`src/ort_pkg.sv`:
```
package ort_pkg;
  // Register byte offsets on the Wishbone slave
  localparam logic [7:0] ORT_OFS_OPERATION = 8'h00;
  localparam logic [7:0] ORT_OFS_VOUT_CMD = 8'h04;
  localparam logic [7:0] ORT_OFS_MARGIN_HI = 8'h08;
  localparam logic [7:0] ORT_OFS_MARGIN_LO = 8'h0C;
  localparam logic [7:0] ORT_OFS_TRANS_RATE = 8'h10;
  localparam logic [7:0] ORT_OFS_TRACK_CFG = 8'h14;
  localparam logic [7:0] ORT_OFS_STATUS = 8'h18;
  localparam logic [7:0] ORT_OFS_NOMINAL = 8'h1C;

  // OPERATION fields: margin select in [1:0]
  localparam int ORT_OP_MARGIN_LSB = 0;
  localparam logic [1:0] ORT_MARGIN_NONE = 2'h0;
  localparam logic [1:0] ORT_MARGIN_LOW = 2'h1;
  localparam logic [1:0] ORT_MARGIN_HIGH = 2'h2;

  // VOUT_COMMAND: value in [15:0], source select in bit 16 (1 = command, 0 = strap)
  localparam int ORT_VCMD_SRC_BIT = 16;

  // TRACK_CONFIG fields
  localparam int ORT_TRK_EN_BIT = 0;
  localparam int ORT_TRK_CH_LSB = 1;
  localparam int ORT_TRK_MODE_BIT = 3;
  localparam int ORT_TRK_RATIO_LSB = 8;
  localparam logic [1:0] ORT_TRK_CH0 = 2'h0;
  localparam logic [1:0] ORT_TRK_CH1 = 2'h1;
  localparam logic [1:0] ORT_TRK_DUAL = 2'h2;

  // Reset values
  localparam logic [1:0] ORT_RST_MARGIN = 2'h0;
  localparam logic [15:0] ORT_RST_VOUT_CMD = 16'h0000;
  localparam logic [15:0] ORT_RST_RATE = 16'h0001;
  localparam logic [7:0] ORT_RST_RATIO = 8'h80;
  localparam int ORT_RATIO_SHIFT = 8;

  // Margin and ceiling ratios, numerator over denominator
  localparam int ORT_DEF_HI_NUM = 21;
  localparam int ORT_DEF_LO_NUM = 19;
  localparam int ORT_DEF_DEN = 20;
  localparam int ORT_CEIL_NUM = 11;
  localparam int ORT_CEIL_DEN = 10;

  // Setpoint update period
  localparam int ORT_CLK_PERIOD_NS = 10;
  localparam int ORT_UPDATE_PERIOD_NS = 1000;
  localparam int ORT_UPDATE_CYCLES = (ORT_UPDATE_PERIOD_NS + ORT_CLK_PERIOD_NS - 1) / ORT_CLK_PERIOD_NS;
endpackage

```
`src/ort_ramp_if.sv`:
```
interface ort_ramp_if #(parameter int V_W = 16);
  logic [V_W-1:0] target;
  logic [V_W-1:0] step;
  logic tick;
  logic [V_W-1:0] value;
  logic busy;
  modport ctrl(output target, output step, output tick, input value, input busy);
  modport ramp(input target, input step, input tick, output value, output busy);
endinterface

```
`src/ort_ramp.sv`:
```
module ort_ramp #(
  parameter int V_W = 16
) (
  input wire logic i_clk,
  input wire logic i_nrst,
  ort_ramp_if.ramp rif
);
  logic [V_W-1:0] value_reg;
  logic [V_W-1:0] value_next;
  logic [V_W-1:0] diff;

  // Step toward the target by at most one increment per tick, never past it
  always_comb begin
    value_next = value_reg;
    diff = '0;
    if (rif.tick) begin
      if (value_reg < rif.target) begin
        diff = rif.target - value_reg;
        value_next = (diff < rif.step) ? rif.target : value_reg + rif.step;
      end else if (value_reg > rif.target) begin
        diff = value_reg - rif.target;
        value_next = (diff < rif.step) ? rif.target : value_reg - rif.step;
      end
    end
  end

  always_ff @(posedge i_clk or negedge i_nrst) begin
    if (!i_nrst) begin
      value_reg <= '0;
    end else begin
      value_reg <= value_next;
    end
  end

  assign rif.value = value_reg;
  assign rif.busy = (value_reg != rif.target);
endmodule

```
`src/ort_ref_ctrl.sv`:
```
// Our own choices: the Wishbone register port and the register addresses.
module ort_ref_ctrl import ort_pkg::*; #(
  parameter int V_W = 16
) (
  input wire logic i_clk,
  input wire logic i_nrst,
  input wire logic i_wb_cyc,
  input wire logic i_wb_stb,
  input wire logic i_wb_we,
  input wire logic [7:0] i_wb_adr,
  input wire logic [3:0] i_wb_sel,
  input wire logic [31:0] i_wb_dat,
  output logic [31:0] o_wb_dat,
  output logic o_wb_ack,
  input wire logic [V_W-1:0] i_tracking_reference_pin,
  input wire logic [V_W-1:0] i_setpoint_strap_pin,
  output logic [V_W-1:0] o_ref_ch0,
  output logic [V_W-1:0] o_ref_ch1,
  output logic o_tracking_active,
  output logic o_ignore_ton_timing,
  output logic o_prebias_unprotected
);
  localparam int EW = V_W + 6;

  if (V_W < 8 || V_W > 16) begin : g_chk
    $error("ort_ref_ctrl: V_W must be 8 to 16");
  end

  // Register state
  logic [1:0] margin_reg, margin_next;
  logic [V_W-1:0] vcmd_reg, vcmd_next;
  logic vsrc_reg, vsrc_next;
  logic [V_W-1:0] mhi_reg, mhi_next;
  logic [V_W-1:0] mlo_reg, mlo_next;
  logic hi_user_reg, hi_user_next;
  logic lo_user_reg, lo_user_next;
  logic [V_W-1:0] rate_reg, rate_next;
  logic trk_en_reg, trk_en_next;
  logic [1:0] trk_ch_reg, trk_ch_next;
  logic trk_ratio_mode_reg, trk_ratio_mode_next;
  logic [7:0] ratio_reg, ratio_next;
  logic ack_reg, ack_next;
  logic [31:0] rdat_reg, rdat_next;

  // Pin synchronisers and accepted values
  logic [V_W-1:0] trk_s1_reg, trk_s2_reg, trk_s3_reg, trk_val_reg, trk_val_next;
  logic [V_W-1:0] strap_s1_reg, strap_s2_reg, strap_s3_reg, strap_val_reg, strap_val_next;

  // Update tick and outputs
  logic [$clog2(ORT_UPDATE_CYCLES)-1:0] tick_cnt_reg, tick_cnt_next;
  logic tick_reg, tick_next;
  logic [V_W-1:0] ref0_reg, ref0_next, ref1_reg, ref1_next;
  logic trk_act_reg, trk_act_next;
  logic prebias_reg, prebias_next;

  // Derived setpoint values
  logic [V_W-1:0] nominal, ceiling, hi_eff, lo_eff, target, trk_ref, wval;
  logic [EW-1:0] ceil_w, hi_def_w, lo_def_w, ratio_w;
  logic [V_W+7:0] ratio_prod;
  logic [31:0] wdat;
  logic wr, rd;

  ort_ramp_if #(.V_W(V_W)) rif ();

  ort_ramp #(.V_W(V_W)) u_ramp (
    .i_clk(i_clk),
    .i_nrst(i_nrst),
    .rif(rif)
  );

  // Merge write data into a register under byte enables
  function automatic logic [31:0] ort_merge(input logic [31:0] old, input logic [31:0] nw, input logic [3:0] sel);
    logic [31:0] r;
    r = old;
    for (int b = 0; b < 4; b++) begin
      if (sel[b]) begin
        r[8*b +: 8] = nw[8*b +: 8];
      end
    end
    return r;
  endfunction

  // Nominal, default margins and the hard ceiling
  always_comb begin
    nominal = vsrc_reg ? vcmd_reg : strap_val_reg;
    ceil_w = EW'(({6'h00, nominal} * EW'(ORT_CEIL_NUM)) / EW'(ORT_CEIL_DEN));
    hi_def_w = EW'(({6'h00, nominal} * EW'(ORT_DEF_HI_NUM)) / EW'(ORT_DEF_DEN));
    lo_def_w = EW'(({6'h00, nominal} * EW'(ORT_DEF_LO_NUM)) / EW'(ORT_DEF_DEN));
    // Saturate at full scale so the ceiling never wraps
    ceiling = (ceil_w[EW-1:V_W] != '0) ? {V_W{1'b1}} : ceil_w[V_W-1:0];
    hi_eff = hi_user_reg ? mhi_reg : hi_def_w[V_W-1:0];
    lo_eff = lo_user_reg ? mlo_reg : lo_def_w[V_W-1:0];
    // Limits stay relative to today's nominal, so clamp again on use
    if (hi_eff > ceiling) begin
      hi_eff = ceiling;
    end
    if (lo_eff > ceiling) begin
      lo_eff = ceiling;
    end
    case (margin_reg)
      ORT_MARGIN_HIGH: target = hi_eff;
      ORT_MARGIN_LOW: target = lo_eff;
      default: target = (nominal > ceiling) ? ceiling : nominal;
    endcase
  end

  // Tracking reference: coincident clips at the target, ratiometric scales first
  always_comb begin
    // Full-width product: a high pin value times a large ratio must not wrap
    ratio_prod = {8'h00, trk_val_reg} * {{V_W{1'b0}}, ratio_reg};
    ratio_w = EW'(ratio_prod >> ORT_RATIO_SHIFT);
    if (trk_ratio_mode_reg) begin
      trk_ref = (ratio_w > EW'(target)) ? target : ratio_w[V_W-1:0];
    end else begin
      trk_ref = (trk_val_reg > target) ? target : trk_val_reg;
    end
  end

  // Setpoint ramp drive
  always_comb begin
    rif.target = target;
    rif.step = (rate_reg == '0) ? V_W'(1) : rate_reg;
    rif.tick = tick_reg;
  end

  // Wishbone decode; answer in the cycle after the strobe, every address acks
  always_comb begin
    wr = i_wb_cyc && i_wb_stb && i_wb_we && !ack_reg;
    rd = i_wb_cyc && i_wb_stb && !i_wb_we && !ack_reg;
    ack_next = i_wb_cyc && i_wb_stb && !ack_reg;
    wdat = 32'h00000000;
    wval = '0;
    margin_next = margin_reg;
    vcmd_next = vcmd_reg;
    vsrc_next = vsrc_reg;
    mhi_next = mhi_reg;
    mlo_next = mlo_reg;
    hi_user_next = hi_user_reg;
    lo_user_next = lo_user_reg;
    rate_next = rate_reg;
    trk_en_next = trk_en_reg;
    trk_ch_next = trk_ch_reg;
    trk_ratio_mode_next = trk_ratio_mode_reg;
    ratio_next = ratio_reg;
    rdat_next = rdat_reg;
    if (wr) begin
      case (i_wb_adr)
        ORT_OFS_OPERATION: begin
          wdat = ort_merge({30'h00000000, margin_reg}, i_wb_dat, i_wb_sel);
          margin_next = wdat[ORT_OP_MARGIN_LSB +: 2];
        end
        ORT_OFS_VOUT_CMD: begin
          wdat = ort_merge({15'h0000, vsrc_reg, 16'(vcmd_reg)}, i_wb_dat, i_wb_sel);
          vcmd_next = wdat[V_W-1:0];
          vsrc_next = wdat[ORT_VCMD_SRC_BIT];
        end
        ORT_OFS_MARGIN_HI: begin
          wdat = ort_merge({16'h0000, 16'(hi_eff)}, i_wb_dat, i_wb_sel);
          wval = wdat[V_W-1:0];
          mhi_next = (wdat[31:V_W] != '0 || wval > ceiling) ? ceiling : wval;
          hi_user_next = 1'b1;
        end
        ORT_OFS_MARGIN_LO: begin
          wdat = ort_merge({16'h0000, 16'(lo_eff)}, i_wb_dat, i_wb_sel);
          wval = wdat[V_W-1:0];
          mlo_next = (wdat[31:V_W] != '0 || wval > ceiling) ? ceiling : wval;
          lo_user_next = 1'b1;
        end
        ORT_OFS_TRANS_RATE: begin
          wdat = ort_merge({16'h0000, 16'(rate_reg)}, i_wb_dat, i_wb_sel);
          rate_next = wdat[V_W-1:0];
        end
        ORT_OFS_TRACK_CFG: begin
          wdat = ort_merge({16'h0000, ratio_reg, 4'h0, trk_ratio_mode_reg, trk_ch_reg, trk_en_reg},
                           i_wb_dat, i_wb_sel);
          trk_en_next = wdat[ORT_TRK_EN_BIT];
          trk_ch_next = wdat[ORT_TRK_CH_LSB +: 2];
          trk_ratio_mode_next = wdat[ORT_TRK_MODE_BIT];
          ratio_next = wdat[ORT_TRK_RATIO_LSB +: 8];
        end
        default: begin
        end
      endcase
    end
    if (rd) begin
      case (i_wb_adr)
        ORT_OFS_OPERATION: rdat_next = {30'h00000000, margin_reg};
        ORT_OFS_VOUT_CMD: rdat_next = {15'h0000, vsrc_reg, 16'(vcmd_reg)};
        ORT_OFS_MARGIN_HI: rdat_next = {16'h0000, 16'(hi_eff)};
        ORT_OFS_MARGIN_LO: rdat_next = {16'h0000, 16'(lo_eff)};
        ORT_OFS_TRANS_RATE: rdat_next = {16'h0000, 16'(rate_reg)};
        ORT_OFS_TRACK_CFG: rdat_next = {16'h0000, ratio_reg, 4'h0, trk_ratio_mode_reg, trk_ch_reg, trk_en_reg};
        ORT_OFS_STATUS: rdat_next = {13'h0000, prebias_reg, trk_act_reg, rif.busy, 16'(rif.value)};
        ORT_OFS_NOMINAL: rdat_next = {16'(ceiling), 16'(nominal)};
        default: rdat_next = 32'h00000000;
      endcase
    end
  end

  // Pin values change only once the second and third stages agree
  always_comb begin
    trk_val_next = (trk_s2_reg == trk_s3_reg) ? trk_s3_reg : trk_val_reg;
    strap_val_next = (strap_s2_reg == strap_s3_reg) ? strap_s3_reg : strap_val_reg;
  end

  // Update-period tick for the setpoint ramp
  always_comb begin
    tick_next = (tick_cnt_reg == ($clog2(ORT_UPDATE_CYCLES))'(ORT_UPDATE_CYCLES - 1));
    tick_cnt_next = tick_next ? '0 : tick_cnt_reg + 1'b1;
  end

  // Output references: tracked channels take trk_ref directly, bypassing the soft start
  always_comb begin
    ref0_next = rif.value;
    ref1_next = rif.value;
    if (trk_en_reg && (trk_ch_reg == ORT_TRK_CH0 || trk_ch_reg == ORT_TRK_DUAL)) begin
      ref0_next = trk_ref;
    end
    if (trk_en_reg && (trk_ch_reg == ORT_TRK_CH1 || trk_ch_reg == ORT_TRK_DUAL)) begin
      ref1_next = trk_ref;
    end
    trk_act_next = trk_en_reg && (trk_ch_reg != 2'h3);
    prebias_next = trk_en_reg && (trk_ch_reg == ORT_TRK_DUAL);
  end

  // Register all state; pins sampled through three flops
  always_ff @(posedge i_clk or negedge i_nrst) begin
    if (!i_nrst) begin
      margin_reg <= ORT_RST_MARGIN;
      vcmd_reg <= V_W'(ORT_RST_VOUT_CMD);
      vsrc_reg <= 1'b0;
      mhi_reg <= '0;
      mlo_reg <= '0;
      hi_user_reg <= 1'b0;
      lo_user_reg <= 1'b0;
      rate_reg <= V_W'(ORT_RST_RATE);
      trk_en_reg <= 1'b0;
      trk_ch_reg <= ORT_TRK_CH0;
      trk_ratio_mode_reg <= 1'b0;
      ratio_reg <= ORT_RST_RATIO;
      ack_reg <= 1'b0;
      rdat_reg <= 32'h00000000;
      trk_s1_reg <= '0;
      trk_s2_reg <= '0;
      trk_s3_reg <= '0;
      trk_val_reg <= '0;
      strap_s1_reg <= '0;
      strap_s2_reg <= '0;
      strap_s3_reg <= '0;
      strap_val_reg <= '0;
      tick_cnt_reg <= '0;
      tick_reg <= 1'b0;
      ref0_reg <= '0;
      ref1_reg <= '0;
      trk_act_reg <= 1'b0;
      prebias_reg <= 1'b0;
    end else begin
      margin_reg <= margin_next;
      vcmd_reg <= vcmd_next;
      vsrc_reg <= vsrc_next;
      mhi_reg <= mhi_next;
      mlo_reg <= mlo_next;
      hi_user_reg <= hi_user_next;
      lo_user_reg <= lo_user_next;
      rate_reg <= rate_next;
      trk_en_reg <= trk_en_next;
      trk_ch_reg <= trk_ch_next;
      trk_ratio_mode_reg <= trk_ratio_mode_next;
      ratio_reg <= ratio_next;
      ack_reg <= ack_next;
      rdat_reg <= rdat_next;
      trk_s1_reg <= i_tracking_reference_pin;
      trk_s2_reg <= trk_s1_reg;
      trk_s3_reg <= trk_s2_reg;
      trk_val_reg <= trk_val_next;
      strap_s1_reg <= i_setpoint_strap_pin;
      strap_s2_reg <= strap_s1_reg;
      strap_s3_reg <= strap_s2_reg;
      strap_val_reg <= strap_val_next;
      tick_cnt_reg <= tick_cnt_next;
      tick_reg <= tick_next;
      ref0_reg <= ref0_next;
      ref1_reg <= ref1_next;
      trk_act_reg <= trk_act_next;
      prebias_reg <= prebias_next;
    end
  end

  // Outputs straight from flops
  always_comb begin
    o_wb_ack = ack_reg;
    o_wb_dat = rdat_reg;
    o_ref_ch0 = ref0_reg;
    o_ref_ch1 = ref1_reg;
    o_tracking_active = trk_act_reg;
    o_ignore_ton_timing = trk_act_reg;
    o_prebias_unprotected = prebias_reg;
  end
endmodule

```
`config.mk`:
```
export PLATFORM = sky130hd
export DESIGN_NAME = ort_ref_ctrl
export DESIGN_NICKNAME = d
export VERILOG_FILES = /design/src/ort_pkg.sv /design/src/ort_ramp_if.sv /design/src/ort_ramp.sv /design/src/ort_ref_ctrl.sv
export SDC_FILE = /design/constraint.sdc
export NUM_CORES = 2
export LEC_CHECK = 0
export BUFFER_PORTS_ARGS = -buffer_cell sky130_fd_sc_hd__buf_2
export CELL_PAD_IN_SITES_DETAIL_PLACEMENT = 1
export CELL_PAD_IN_SITES_GLOBAL_PLACEMENT = 1
export CORE_ASPECT_RATIO = 0.6
export CORE_MARGIN = 2
export CORE_UTILIZATION = 49
export CTS_CLUSTER_DIAMETER = 50
export CTS_CLUSTER_SIZE = 16
export DETAILED_ROUTE_END_ITERATION = 10
export PLACE_DENSITY_LB_ADDON = 0.1
export SYNTH_ARGS = -nofsm -noshare
export SYNTH_HDL_FRONTEND = slang
export SYNTH_SLANG_ARGS = --single-unit
export TNS_END_PERCENT = 20
```
`constraint.sdc`:
```
create_clock -name i_clk -period 21.3 [get_ports i_clk]
set_clock_uncertainty 0.1 [all_clocks]
set_input_delay 4.26 -clock i_clk [delete_from_list [all_inputs] [get_ports i_clk]]
set_output_delay 4.26 -clock i_clk [all_outputs]
set_load 0.01 [all_outputs]
```
==> out/metrics.csv <==
stage,metric,value,unit
yosys,syn_nets,4937,
cts,htreeDepth,1,
yosys,syn_avg_cell_area,8.235,um2
yosys,synth_enable_flop_cells,0,
floorplan,num_io_pins,149,
outcome,violations,"capacitance limit, slew limit",
floorplan,die_y,214.4,um
cts,clk_path_buf_depth,3,
detailed_routing,viasPerCell,6.664,
yosys,ys_seq_elements,300,
final_layout,drive_gt1_share,12.03,%
setup_path,startpoint_type,flip-flop,
floorplan,start_util,49.29,%
timing,timing_hold_violations_final,0,
detailed_routing,routed_wl,147.4,mm
timing,slew_headroom,-3.331,%
timing,setup_ws,1.108,ns
floorplan,core,73320,um2
cts,numCtsBuffers,28,
power,ir_drop,0.00008033,V
grt,track_usage,37.92,%
setup_path,critPathArrivalTime,20.58,ns
yosys,yosysUniqueCellTypes,132,
detailed_routing,num_vias,36014,
cts,postCtsResizedCells,0,
timing,rsz0062_at_grt,no,
setup_path,crit_slowest_cell,o32ai_1,
timing,drv_slew,2,
cts,cts_setup_buffers,0,
placed_design,portBuffers,148,
detailed_routing,initialDrtViolationCount,4292,
yosys,yosys-top-cells-area,"dfrtp_1 (21%), ha_1 (12%), fa_1 (6.6%), nand2_1 (4.4%), o21ai_0 (3.6%)",
final_layout,nets,4948,
grt,grt.overflow.total,0,
cts,clock_sinks,300,
power,power.density,70.04,nW/um2
detailed_routing,drc,0,
setup_path,path_class,reg2reg,
cts,clkLatencyLatePin,0.62,ns
grt,grt_pass1_wl,222.8,mm
timing,fmax,0.04952,GHz
setup_path,worst-endpoint-required,21.69,ns
setup_path,slowest_delay,0.77,ns
detailed_routing,drtAntennaViolNets,0,
final_layout,largest_reg_flops,32,
final_layout,synthToLayoutAreaGrowth,7.084,%
yosys,syn_inst,4388,
cts,clk_pin_slew,0.07,ns
setup_path,crit_fanout,20,
placed_design,place_hpwl,117.1,mm
yosys,netlist_area,36140,um2
cts,cts_tree,built,
placed_design,dp_slack,0.9460,ns
placed_design,gp_congestion,1.021,
setup_path,cp-end-kind,flip-flop,
cts,post_cts_hold_buffer_count,0,
floorplan,die_w,354.6,um
yosys,async_flop_share,100.0,%
job,cap_violations,1,
yosys,yosysSeqAreaShare,20.78,%
yosys,ys_warn_count,0,
grt,antenna_found_initial,7,
setup_path,crit_top_cell,ha_1,
power,leakage,18.42,nW
outcome,status,"complete, but fails checks",
timing,tightest_slew,1.536,ns
floorplan,row_count,77,
detailed_routing,firstDrtPassIters,7,
timing,finalCritPeriodShare,94.80,%
cts,cts-root-buf,clkbuf_16,
timing,setup_tns,0,ns
timing,finalSetupViolCount,0,
grt,grt_max_degree,150,
floorplan,dieArea,76010,um2
yosys,ys.flop_type,dfrtp_1,
yosys,synth_top_cell_area_share,20.64,%
detailed_routing,wl_per_cell,27.28,um
grt,grt_pass1_vias,34536,
worst_hold_path,hold_path_class,reg2reg,
yosys,synth_top_area_cell,dfrtp_1,
timing,finalCriticalPeriod,20.19,ns
==> final cells by class <==
type                       instances  area (um2)
timing repair buffer             239        1446
clock buffer                      30       718.2
tap                              987        1235
sequential                       300        7510
fill                            8918       34620
clock inverter                    14       193.9
multi-input combinational       3507       26370
antenna                            4       10.01
inverter                         323        1217
==> critical path: cells and delay by family (launching register included) <==
family,cells,cell delay [ns]
AOI/OAI and AO/OA,36,9.14
and+or+nand+nor,22,4.41
adders and majority gates,8,2.83
buffers and inverters,7,1.97
muxes,2,1.03
DFF,1,0.35
xor gates and xnor gates,1,0.17
==> worst paths after layout <==
| check | from | end | slack [ns] | depth (start not counted) |
|---|---|---|---|---|
| min in group asynchronous | i_nrst | o_wb_dat[28]$_DFFE_PN0P_ | 3.54 | 1 |
| hold / removal | trk_s1_reg[15]$_DFF_PN0_ | trk_s2_reg[15]$_DFF_PN0_ | 0.25 | 0 |
| setup / recovery | vsrc_reg$_DFFE_PN0P_ | u_ramp.rif.value[5]$_DFFE_PN0P_ | 1.11 | 76 |
| hold reg to reg | trk_s1_reg[15]$_DFF_PN0_ | trk_s2_reg[15]$_DFF_PN0_ | 0.25 | 0 |
| setup reg to reg | vsrc_reg$_DFFE_PN0P_ | u_ramp.rif.value[5]$_DFFE_PN0P_ | 1.11 | 76 |
| max in group asynchronous | i_nrst | trk_val_reg[9]$_DFFE_PN0N_ | 15.36 | 3 |
==> through the flow <==
stage / total power [W] / cell area (um2) / instances / hold WS [ns] / utilization (%)
floorplan: 0.001657 / 36140 / 4388 / 0.2312 / -
global placement: 0.002090 / 37720 / 5356 / 0.2325 / 51.45
detailed placement: 0.002105 / 37720 / 5356 / 0.2356 / 51.45
CTS: 0.002647 / 38630 / 5400 / 0.2492 / 52.69
global route: 0.002849 / 38690 / 5403 / 0.2594 / 52.78
finish: 0.002711 / 38700 / 5404 / 0.2460 / 52.78
==> logic make-up after synthesis <==
family / Yosys count / synth area share, %
compound gates: 1309 / 25.42
xor+xnor: 180 / 4.383
fa+ha+maj: 472 / 18.79
buf+inv: 581 / 6.582
flops: 300 / 20.78
mux: 167 / 4.993
simple gates: 1379 / 19.05
==> metal layers <==
metal	vias up	track usage, %	part of all wire, %
met5	-	0	0.0088
met4	2	4.972	1.3
li1	16012	-	-
met3	124	14.09	14
met2	1827	47.12	36
met1	18049	61.29	49
==> where the power goes <==
part | switching [W] | internal [W]
logic | 0.00100 | 0.000586
clock network | 0.000260 | 0.000274
registers | 0.00000875 | 0.000580
==> cells in the mapped netlist, types with 68 or more instances <==
cell and count:
o21ai_0 262, clkbuf_1 173, nor3_1 86, nand3_1 106
a21o_1 84, nand2_1 427, mux2i_1 70, fa_1 119
dfrtp_1 298, inv_1 320, nor2_1 275, nand4_1 68
mux2_2 95, a21oi_1 253, xnor2_1 127, ha_1 349
and2_1 85
==> cell usage in the layout (no fill, tap or decap), types with 21 or more instances in the layout <==
cell type    n
fa_1       119
buf_4       90
a211oi_1    50
o211ai_1    38
inv_1      320
xor2_1      51
a22oi_1     23
o21ai_0    262
a21oi_1    251
nand2b_1    57
dfrtp_1    298
a211o_1     21
o21a_1      63
nand4_1     68
a221oi_1    38
nor3_1      82
clkbuf_16   28
o31ai_1     36
and2_1      85
nor4_1      44
a21o_1      84
a31oi_1     34
and3_1      44
or3_1       32
nand2_1    427
nor2b_1     44
nor2_1     274
o21ai_1     54
ha_1       349
nand3_1    106
buf_2      147
mux2_2      95
xnor2_1    126
mux2i_1     69
(Power assumes the default switching activity.)
